$ cat config.mk
export PLATFORM = sky130hd
export DESIGN_NAME = rocb_top
export DESIGN_NICKNAME = d
export VERILOG_FILES = /design/src/include/rocb_pkg.sv /design/src/rtl/rocb_top.sv
export SDC_FILE = /design/constraint.sdc
export NUM_CORES = 1
export LEC_CHECK = 0
export ABC_AREA = 0
export BUFFER_PORTS_ARGS = -buffer_cell sky130_fd_sc_hd__buf_2
export CAP_MARGIN = 15
export CORE_MARGIN = 2
export CORE_UTILIZATION = 27
export DETAILED_ROUTE_END_ITERATION = 12
export GPL_TIMING_DRIVEN = 0
export HOLD_SLACK_MARGIN = 0.12
export SYNTH_ARGS = -nofsm -noshare
export SYNTH_HDL_FRONTEND = slang
export SYNTH_SLANG_ARGS = --single-unit
$ cat constraint.sdc
create_clock -name I_SYS_CLK -period 11 [get_ports I_SYS_CLK]
set_input_delay 2.2 -clock I_SYS_CLK [delete_from_list [all_inputs] [get_ports I_SYS_CLK]]
set_output_delay 2.2 -clock I_SYS_CLK [all_outputs]
set_load 0.1 [all_outputs]
$ cat src/include/rocb_pkg.sv
// register map constants for the operating-mode configuration bank
package rocb_pkg;
    localparam logic [6:0] ADDR_BUF_DATA = 7'h00;
    localparam logic [6:0] ADDR_OPMODE = 7'h01;
    localparam logic [6:0] ADDR_DIV_HI = 7'h02;
    localparam logic [6:0] ADDR_DIV_LO = 7'h03;
    localparam logic [6:0] ADDR_REV_ID = 7'h42;
    localparam logic [6:0] ADDR_GAIN_REF = 7'h43;
    localparam logic [6:0] ADDR_GAIN_TH1 = 7'h44;
    localparam logic [6:0] ADDR_GAIN_TH2 = 7'h45;
    localparam logic [6:0] ADDR_GAIN_TH3 = 7'h46;
    localparam logic [6:0] ADDR_FAST_HOP = 7'h4b;
    localparam logic [6:0] ADDR_REF_SEL = 7'h58;
    localparam logic [6:0] ADDR_AMP_PWR = 7'h5a;
    localparam logic [6:0] ADDR_SYN_BW = 7'h5c;
    localparam logic [6:0] ADDR_QSYN_BW = 7'h5e;
    localparam logic [6:0] ADDR_CAL_TEMP = 7'h6c;
    localparam logic [6:0] ADDR_DIV_FRAC = 7'h70;

    localparam int OPM_FAMILY_BIT = 7;
    localparam int OPM_SCHEME_LSB = 5;
    localparam int OPM_SHAPE_LSB = 3;
    localparam int OPM_STATE_LSB = 0;

    localparam logic [7:0] RST_BUF_DATA = 8'h00;
    localparam logic [7:0] RST_OPMODE = 8'h01;
    localparam logic [7:0] RST_DIV_HI = 8'h1a;
    localparam logic [7:0] RST_DIV_LO = 8'h0b;
    localparam logic [7:0] RST_GAIN_REF = 8'h13;
    localparam logic [7:0] RST_GAIN_TH1 = 8'h0e;
    localparam logic [7:0] RST_GAIN_TH2 = 8'h5b;
    localparam logic [7:0] RST_GAIN_TH3 = 8'hdb;
    localparam logic [7:0] RST_FAST_HOP = 8'h2e;
    localparam logic [7:0] RST_REF_SEL = 8'h09;
    localparam logic [7:0] RST_AMP_PWR = 8'h84;
    localparam logic [7:0] RST_SYN_BW = 8'hd0;
    localparam logic [7:0] RST_QSYN_BW = 8'hd0;
    localparam logic [7:0] RST_CAL_TEMP = 8'h00;
    localparam logic [7:0] RST_DIV_FRAC = 8'h00;
    // revision code value is arbitrary
    localparam logic [7:0] REV_ID_VALUE = 8'h5a;

    localparam logic [1:0] SCHEME_FSK = 2'h0;
    localparam logic [1:0] SCHEME_OOK = 2'h1;
    localparam logic [1:0] SHAPE_RSVD_OOK = 2'h3;
    localparam logic [2:0] STATE_RSVD_LO = 3'h6;

    typedef enum logic [2:0] {
        ST_SLEEP, ST_STANDBY, ST_TX_SYNTH, ST_TX, ST_RX_SYNTH, ST_RX
    } rocb_state_e;
endpackage : rocb_pkg

$ cat src/rtl/rocb_top.sv
// operating-mode configuration register bank
// Functional notes
// - bit 7 picks modem family, sleep-only
// - family write outside sleep is dropped
// - scheme 00 FSK, 01 OOK, others reserved
// - FSK shaping: none, BT1.0, BT0.5, BT0.3
// - OOK shaping: none, fc=rate, fc=2rate; 11 reserved
// - state codes sleep..receive; reset to standby
// - 16-bit divider at 0x02 high, 0x03 low
// - rate = oscillator over divider plus frac/16
// - reset reloads every register value
// - 0x42 returns read-only revision code
// - 0x6c holds last calibration temperature
// - 0x4b fast hop control, reset 0x2e
// - 0x58 reference select, reset 0x09
`timescale 1ns/1ps
module rocb_top
    import rocb_pkg::*;
(
    input wire logic I_SYS_CLK,
    input wire logic I_RST,
    input wire logic [6:0] I_ADDR,
    input wire logic [7:0] I_WDATA,
    input wire logic I_WR,
    input wire logic I_RD,
    input wire logic [7:0] I_CAL_TEMP,
    input wire logic I_CAL_TEMP_VLD,
    output logic [7:0] O_RDATA,
    output logic O_FAMILY_LONG_RANGE,
    output logic [1:0] O_MODULATION_SCHEME,
    output logic [1:0] O_PULSE_SHAPING,
    output logic O_SCHEME_VALID,
    output logic [2:0] O_STATE,
    output logic O_STATE_CHANGE,
    output logic [15:0] O_INTEGER_RATE_DIVIDER,
    output logic [3:0] O_FRACTIONAL_RATE_DIVIDER,
    output logic [7:0] O_FAST_HOP,
    output logic [7:0] O_REF_SELECT,
    output logic [7:0] O_BUF_WDATA,
    output logic O_BUF_WR
);
    logic [7:0] buf_q, div_hi_q, div_lo_q, frac_q, cal_temp_q;
    logic [7:0] gref_q, gth1_q, gth2_q, gth3_q, hop_q, refsel_q, amp_q, syn_q, qsyn_q;
    logic family_q;
    logic [1:0] scheme_q, shape_q;
    rocb_state_e state_q;
    logic state_chg_q, scheme_vld_q, buf_wr_q;
    logic [7:0] rdata_q;

    function automatic logic hit(input logic [6:0] a, input logic [6:0] b);
        hit = (a == b);
    endfunction : hit

    wire wr_opm = I_WR && hit(I_ADDR, ADDR_OPMODE);
    wire in_sleep = (state_q == ST_SLEEP);
    wire family_d = (wr_opm && in_sleep) ? I_WDATA[OPM_FAMILY_BIT] : family_q;
    wire [2:0] st_code = I_WDATA[OPM_STATE_LSB +: 3];
    wire st_ok = (st_code < STATE_RSVD_LO);
    wire [1:0] scheme_d = wr_opm ? I_WDATA[OPM_SCHEME_LSB +: 2] : scheme_q;
    wire [1:0] shape_d = wr_opm ? I_WDATA[OPM_SHAPE_LSB +: 2] : shape_q;
    // scheme and shaping legality
    wire scheme_vld_d = (scheme_d == SCHEME_FSK) ||
        ((scheme_d == SCHEME_OOK) && (shape_d != SHAPE_RSVD_OOK));
    wire [7:0] opm_rd = {family_q, scheme_q, shape_q, 3'(state_q)};

    wire [7:0] rd_mux =
        hit(I_ADDR, ADDR_BUF_DATA) ? buf_q :
        hit(I_ADDR, ADDR_OPMODE) ? opm_rd :
        hit(I_ADDR, ADDR_DIV_HI) ? div_hi_q :
        hit(I_ADDR, ADDR_DIV_LO) ? div_lo_q :
        hit(I_ADDR, ADDR_REV_ID) ? REV_ID_VALUE :
        hit(I_ADDR, ADDR_GAIN_REF) ? gref_q :
        hit(I_ADDR, ADDR_GAIN_TH1) ? gth1_q :
        hit(I_ADDR, ADDR_GAIN_TH2) ? gth2_q :
        hit(I_ADDR, ADDR_GAIN_TH3) ? gth3_q :
        hit(I_ADDR, ADDR_FAST_HOP) ? hop_q :
        hit(I_ADDR, ADDR_REF_SEL) ? refsel_q :
        hit(I_ADDR, ADDR_AMP_PWR) ? amp_q :
        hit(I_ADDR, ADDR_SYN_BW) ? syn_q :
        hit(I_ADDR, ADDR_QSYN_BW) ? qsyn_q :
        hit(I_ADDR, ADDR_CAL_TEMP) ? cal_temp_q :
        hit(I_ADDR, ADDR_DIV_FRAC) ? frac_q : 8'h00;

    // plain read-write registers, all reloaded on reset
    always_ff @(posedge I_SYS_CLK or posedge I_RST) begin
        if (I_RST) begin
            buf_q <= RST_BUF_DATA;
            div_hi_q <= RST_DIV_HI;
            div_lo_q <= RST_DIV_LO;
            frac_q <= RST_DIV_FRAC;
            gref_q <= RST_GAIN_REF;
            gth1_q <= RST_GAIN_TH1;
            gth2_q <= RST_GAIN_TH2;
            gth3_q <= RST_GAIN_TH3;
            hop_q <= RST_FAST_HOP;
            refsel_q <= RST_REF_SEL;
            amp_q <= RST_AMP_PWR;
            syn_q <= RST_SYN_BW;
            qsyn_q <= RST_QSYN_BW;
        end else if (I_WR) begin
            if (hit(I_ADDR, ADDR_BUF_DATA)) buf_q <= I_WDATA;
            if (hit(I_ADDR, ADDR_DIV_HI)) div_hi_q <= I_WDATA;
            if (hit(I_ADDR, ADDR_DIV_LO)) div_lo_q <= I_WDATA;
            if (hit(I_ADDR, ADDR_DIV_FRAC)) frac_q <= I_WDATA;
            if (hit(I_ADDR, ADDR_GAIN_REF)) gref_q <= I_WDATA;
            if (hit(I_ADDR, ADDR_GAIN_TH1)) gth1_q <= I_WDATA;
            if (hit(I_ADDR, ADDR_GAIN_TH2)) gth2_q <= I_WDATA;
            if (hit(I_ADDR, ADDR_GAIN_TH3)) gth3_q <= I_WDATA;
            if (hit(I_ADDR, ADDR_FAST_HOP)) hop_q <= I_WDATA;
            if (hit(I_ADDR, ADDR_REF_SEL)) refsel_q <= I_WDATA;
            if (hit(I_ADDR, ADDR_AMP_PWR)) amp_q <= I_WDATA;
            if (hit(I_ADDR, ADDR_SYN_BW)) syn_q <= I_WDATA;
            if (hit(I_ADDR, ADDR_QSYN_BW)) qsyn_q <= I_WDATA;
        end
    end

    // calibration temperature capture, read-only to software
    always_ff @(posedge I_SYS_CLK or posedge I_RST) begin
        if (I_RST) begin
            cal_temp_q <= RST_CAL_TEMP;
        end else if (I_CAL_TEMP_VLD) begin
            cal_temp_q <= I_CAL_TEMP;
        end
    end

    // operating-mode register
    always_ff @(posedge I_SYS_CLK or posedge I_RST) begin
        if (I_RST) begin
            family_q <= RST_OPMODE[OPM_FAMILY_BIT];
            scheme_q <= RST_OPMODE[OPM_SCHEME_LSB +: 2];
            shape_q <= RST_OPMODE[OPM_SHAPE_LSB +: 2];
            state_q <= ST_STANDBY;
            state_chg_q <= 1'b0;
            scheme_vld_q <= 1'b1;
        end else begin
            family_q <= family_d;
            scheme_q <= scheme_d;
            shape_q <= shape_d;
            scheme_vld_q <= scheme_vld_d;
            state_chg_q <= wr_opm && st_ok && (st_code != 3'(state_q));
            if (wr_opm && st_ok) begin
                state_q <= rocb_state_e'(st_code);
            end
        end
    end

    // read data and registered outputs
    always_ff @(posedge I_SYS_CLK or posedge I_RST) begin
        if (I_RST) begin
            rdata_q <= 8'h00;
            buf_wr_q <= 1'b0;
        end else begin
            rdata_q <= I_RD ? rd_mux : 8'h00;
            buf_wr_q <= I_WR && hit(I_ADDR, ADDR_BUF_DATA);
        end
    end

    assign O_RDATA = rdata_q;
    assign O_FAMILY_LONG_RANGE = family_q;
    assign O_MODULATION_SCHEME = scheme_q;
    assign O_PULSE_SHAPING = shape_q;
    assign O_SCHEME_VALID = scheme_vld_q;
    assign O_STATE = 3'(state_q);
    assign O_STATE_CHANGE = state_chg_q;
    assign O_INTEGER_RATE_DIVIDER = {div_hi_q, div_lo_q};
    assign O_FRACTIONAL_RATE_DIVIDER = frac_q[3:0];
    assign O_FAST_HOP = hop_q;
    assign O_REF_SELECT = refsel_q;
    assign O_BUF_WDATA = buf_q;
    assign O_BUF_WR = buf_wr_q;
endmodule : rocb_top

==> results_dict.tcl, run 1 <==
set metrics [dict create \
    status "complete, no violations" \
    die_area_um2 26400 \
    required_ns 11.28 \
    ys_ff_latch 131 \
    wirelength_um 21600 \
    n_fill_cell 2558 \
    dp.cells 979 \
    period_needed_ns 4.00 \
    ys.flop_type "dfrtp_1" \
    yosysMostFrequentCell "mux2_2" \
    grt_antenna_before_repair 1 \
    finalSetupViolations 0 \
    worstSetupStartpointType "primary input" \
    synth_edf_count 0 \
    port_buffers 84 \
    die_h_um 163 \
    grt_pass1_vias 5262 \
    hold_class "flip-flop to flip-flop" \
    grt_pass1_wl_um 32300 \
    p_leak_nw 3.77 \
    hold_violations 0 \
    synthTopCellsByArea "dfrtp_1 34%, mux2_2 20%, dfstp_2 15%, buf_2 1.9%, mux2i_1 1.5%" \
    cts_buffer_depth 2 \
    power_density_nw_per_um2 168 \
    via_per_inst 5.24 \
    clock_skew_ns 0.00849 \
    first_pass_iters 5 \
    core_area_um2 25000 \
    wl_met1_um 9180 \
    clkSinkCount 131 \
    antenna_cells 0 \
    row_count 58 \
    ctsRootBufferMaster "clkbuf_16" \
    initial_core_util_pct 27.2 \
    drc 0 \
    cts_resized 0 \
    yosysTopAreaCell "dfrtp_1" \
    syn_area_per_cell_um2 12.0 \
    synthTopCellsByCount "123 x mux2_2, 92 x dfrtp_1, 39 x dfstp_2" \
    hold_buffers 0 \
    final_cells 1011 \
    cap_violations 0 \
    fp.dieW_um 163 \
    wl_met2_um 10800 \
    hpwl_um 15800 \
    topRoutingLayerUsed "met5" \
    worstMarginPinSlew_ns 0.717 \
    postRouteAntennaNets 0 \
    finalMaxSlewViolations 0 \
    synth_fp_nets 592 \
    drt-initial-drc-count 401 \
    setup-tns-final_ns 0 \
    synth_cell_types 74 \
    relSlewSlack_pct 51.0 \
    cts-buffers-inserted 17 \
    clk_pin_slew_ns 0.06 \
    hold_ws_ns 0.497 \
    end_kind "flip-flop" \
    crit_path_max_fanout 10 \
    ys_warn_count 0 \
    rsz0062_at_grt "false" \
    cts_tree "built" \
    utilization_pct 33.0 \
    syn_area_um2 6790 \
    async_flop_share_pct 100 \
    clock_latency_ns 0.43 \
    cts_setup_buffers 0 \
    syn_to_final_growth_pct 21.3 \
    grt_max_degree 76 \
    grt_use_total_pct 16.5 \
    min_period_over_period_pct 36.4 \
    place_congestion 0.900 \
    htreeDepth 4 \
    final_nets 696 \
    wl_met3_um 1200 \
    wl_per_cell_um 21.4 \
    ir_drop_mv 0.112 \
    grt_remaining_overflow 0 \
    path_class "primary input to flip-flop" \
    vias 5301 \
    yosysTopAreaCellShare_pct 33.9 \
    boundaryPins 91 \
    drive_above_1_share_pct 49.6 \
    synth_cells 564 \
    ys_seq_area_share_pct 49.0 \
    crit_arrival_ns 4.28 \
    clock.fmax_mhz 250 \
]
## through the flow
| stage | total power [mW] | area [um2] | setup WS (ns) |
|---|---|---|---|
| 6_report | 1.38 | 8230 | 7.00 |
| 5_1_grt | 1.43 | 8230 | 6.95 |
| 4_1_cts | 1.39 | 8230 | 7.07 |
| 3_5_place_dp | 0.830 | 7660 | 6.62 |
| 3_3_place_gp | 0.826 | 7620 | 3.72 |
| 2_1_floorplan | 0.764 | 6790 | 5.37 |
## power by group
group / leakage [nW] / internal [mW] / switching (mW) / total [mW]
Sequential: 1.64 / 0.529 / 0.0303 / 0.559
Combinational: 1.85 / 0.0640 / 0.199 / 0.263
Clock: 0.269 / 0.337 / 0.221 / 0.558
## state kept, by name, summed over array words and instances, names as in the netlist, 3 cells and up
name / cells
O_BUF_WDATA: 8
O_FAST_HOP: 8
O_RDATA: 8
O_REF_SELECT: 8
O_STATE: 3
amp_q: 8
cal_temp_q: 8
div_hi_q: 8
div_lo_q: 8
frac_q: 8
gref_q: 8
gth1_q: 8
gth2_q: 8
gth3_q: 8
qsyn_q: 8
syn_q: 8
## worst paths after layout
check                           depth (start not counted)  slack (ns)         end     startpoint
worst max-delay path                                    8        7.00  O_RDATA[0]      I_ADDR[0]
worst min-delay path                                    1        0.50   gref_q[3]      gref_q[3]
worst max register to register                          5        9.22  O_RDATA[5]  O_FAST_HOP[5]
worst min register to register                          1        0.50   gref_q[3]      gref_q[3]
max in group asynchronous                               3        8.39    amp_q[7]          I_RST
min in group asynchronous                               2        1.81    O_BUF_WR          I_RST
## metal layers
layer / vias up / GRT usage (%)
li1: 2339 / -
met1: 2742 / 21.2
met2: 183 / 27.7
met3: 35 / 3.39
met4: 2 / 5.71
met5: - / 0
## area by class of cell
type	instances	area [um2]	share of cell area [%]
plain buffers	51	251	3.05
clock buffers	18	439	5.33
clock inverters	14	139	1.69
inverters	10	42.5	0.517
multi-input cells	372	3170	38.6
flip-flops and latches	131	3330	40.4
well taps	330	413	5.01
repair buffers	85	448	5.44
## cells in the final DEF, fill, tap and decap left out, types with 7 or more instances in the layout
master,netlist,routed
mux2_2,123,123
buf_2,26,110
dfrtp_1,92,92
dfstp_2,39,39
nand2_1,19,19
clkbuf_1,17,17
clkbuf_16,0,17
o21ai_0,15,15
a21oi_1,13,13
nor2_1,13,13
o211ai_1,11,11
nand2b_1,10,10
mux2i_1,10,10
inv_1,10,9
nand4_1,9,9
and3_1,8,8
nand3_1,8,8
buf_4,7,7
a32oi_1,7,7
## worst max-delay path, stage by stage
cell	delay, ns
buf_2	0.12
buf_2	0.18
nor2b_1	0.12
clkbuf_1	0.44
o211ai_1	0.17
a2111oi_0	0.70
a211o_1	0.22
a311oi_1	0.12
## kinds of logic (layout without fill, tap and decap cells)
group / count (synthesis) / after routing / share of synthesized area, %
AND/OR/NAND/NOR: 131 / 131 / 12.9
XOR/XNOR: 1 / 1 / 0.129
multiplexers: 135 / 135 / 22.3
buffers and inverters: 61 / 178 / 4.26
flip-flops: 131 / 131 / 49.0
AO/OA/AOI/OAI: 105 / 105 / 11.4
Note: power is estimated with default switching activity, not from simulation.
==> run 2: changes to the inputs <==
clock period = 3.6 ns   (was 11 ns; I/O delays follow)
==> results_dict.tcl, run 2 (same netlist as run 1, synthesis figures left out) <==
set metrics [dict create \
    status "complete, no violations" \
    rr_endpoint "O_RDATA[0]" \
    drc 0 \
    finalMaxSlewViolations 0 \
    setup-tns-final_ns 0 \
    rr_startpoint "gref_q[0]" \
    clock_skew_ns 0.0100 \
    final_cell_mix "123 x mux2_2, 110 x buf_2, 92 x dfrtp_1, 39 x dfstp_2, 20 x clkbuf_1" \
    crit_arrival_ns 2.82 \
    ir_drop_mv 0.370 \
    ctsRootBufferMaster "clkbuf_16" \
    min_period_over_period_pct 70.5 \
    path_class "primary input to flip-flop" \
    intPower_mw 3.12 \
    via_per_inst 5.21 \
    hold_class "primary input to asynchronous set/reset pin" \
    final_common_cell "mux2_2" \
    critPathMostFrequentCell "buf_2" \
    postLayoutCellArea_um2 8350 \
    initial_core_util_pct 27.2 \
    pwr-share-seq_pct 38.2 \
    rsz0062_at_grt "false" \
    n_fill_cell 2549 \
    crit_path_max_fanout 10 \
    boundaryPins 91 \
    power.total_mw 4.47 \
    wirelength_um 21700 \
    required_ns 3.88 \
    dpl_cell_area_um2 7690 \
    grt_max_degree 42 \
    antenna_cells 0 \
    drt-initial-drc-count 498 \
    cts_tree "built" \
    clk_pin_slew_ns 0.06 \
    fp.dieW_um 163 \
    syn_to_final_growth_pct 23.0 \
    drive_above_1_share_pct 49.3 \
    hold_buffers 0 \
    swShare_pct 30.3 \
    worstSetupStartpointType "primary input" \
    cts_buffer_depth 2 \
    place_congestion 0.906 \
    postRouteAntennaNets 0 \
    cap_violations 0 \
    hold_ws_ns 0.370 \
    grt_remaining_overflow 0 \
    die_h_um 163 \
    wl_per_cell_um 21.4 \
    power_density_nw_per_um2 535 \
    crit_chain "buf_2 -> buf_2 -> buf_2 -> inv_1 -> o2111ai_1 -> o21ai_0 -> o31ai_1 -> a21oi_1" \
    p_leak_nw 3.82 \
    end_kind "flip-flop" \
    port_buffers 84 \
    grt_antenna_before_repair 1 \
    r2r_slack_ns 1.94 \
    slowest_stage "o31ai_1" \
    cts-buffers-inserted 17 \
    cp_num_buf_inv 4 \
    clock_latency_ns 0.43 \
    utilization_pct 33.5 \
    finalSetupViolations 0 \
    reg2reg_depth 5 \
    final_nets 698 \
    die_area_um2 26400 \
    hpwl_um 16000 \
    critical-path-top-delay-family "compound AO/OA/AOI/OAI gates" \
    htreeDepth 4 \
    cp_slowest_stage_delay_ns 0.47 \
    clkSinkCount 131 \
    worstMarginPinSlew_ns 0.714 \
    grt_pass1_vias 5278 \
    period_needed_ns 2.54 \
    relSlewSlack_pct 52.4 \
    clock.fmax_mhz 394 \
    hold_violations 0 \
    grt_pass1_wl_um 32700 \
    clkPwrFrac_pct 43.7 \
    grt_use_total_pct 16.7 \
    power_frac_comb_pct 18.1 \
    cts_resized 0 \
    first_pass_iters 5 \
    cts_setup_buffers 0 \
    row_count 58 \
    vias 5281 \
    core_area_um2 25000 \
    power_switching_mw 1.35 \
]
[run 2: changes by cell type in the layout (fill, tap and decap cells not counted), sizes merged]
cell,change
clkinvlp,-2
bufinv,+3
buf,+2
clkinv,-6
inv,-1
clkbuf,+6
[run 2: area by class of cell]
type | count | area [um2] | area share, %
Multi-Input combinational cell | 372 | 3170 | 38.0
Inverter | 10 | 41.3 | 0.494
Clock buffer | 24 | 492 | 5.89
Sequential cell | 131 | 3330 | 39.8
Timing Repair Buffer | 87 | 480 | 5.75
Clock inverter | 8 | 173 | 2.07
Buffer | 51 | 251 | 3.01
Tap cell | 330 | 413 | 4.94
[run 2: metal layers]
layer,up-vias,global-route usage [%],wire length (um)
li1,2351,-,-
met4,2,6.40,565
met2,164,28.0,10700
met5,-,0,11
met3,40,3.00,1000
met1,2724,21.4,9380
[run 2: worst register-to-register path: stages, from the launching register on]
cell and delay, ns:
dfstp_2 0.56, a21o_1 0.12, a211o_1 0.13, a31oi_1 0.09, a211o_1 0.29, a311oi_1 0.34
[run 2: how the worst max path moves through the flow]
stage | start | to | cells after the start
finish | I_ADDR[1] | O_RDATA[3] | 8
global placement | I_RST | syn_q[5] | 2
global route | I_ADDR[1] | O_RDATA[1] | 8
floorplan | I_RST | O_BUF_WDATA[0] | 1
CTS | I_ADDR[1] | O_RDATA[1] | 8
detailed placement | I_ADDR[1] | O_RDATA[1] | 8
[run 2: through the flow]
stage,worst slack [ns],std cells
after CTS,1.15,1013
after floorplan,1.29,564
after detailed placement,0.712,981
final,1.06,1013
after global placement,0.363,978
after global routing,1.03,1013
[run 2: power by group through the flow]
stage | logic, mW | registers, mW | clock network (mW)
3_5_place_dp | 0.810 | 1.73 | 0
2_1_floorplan | 0.294 | 2.04 | 0
5_1_grt | 0.847 | 1.72 | 2.04
4_1_cts | 0.812 | 1.71 | 1.98
6_report | 0.808 | 1.71 | 1.96
3_3_place_gp | 0.795 | 1.73 | 0
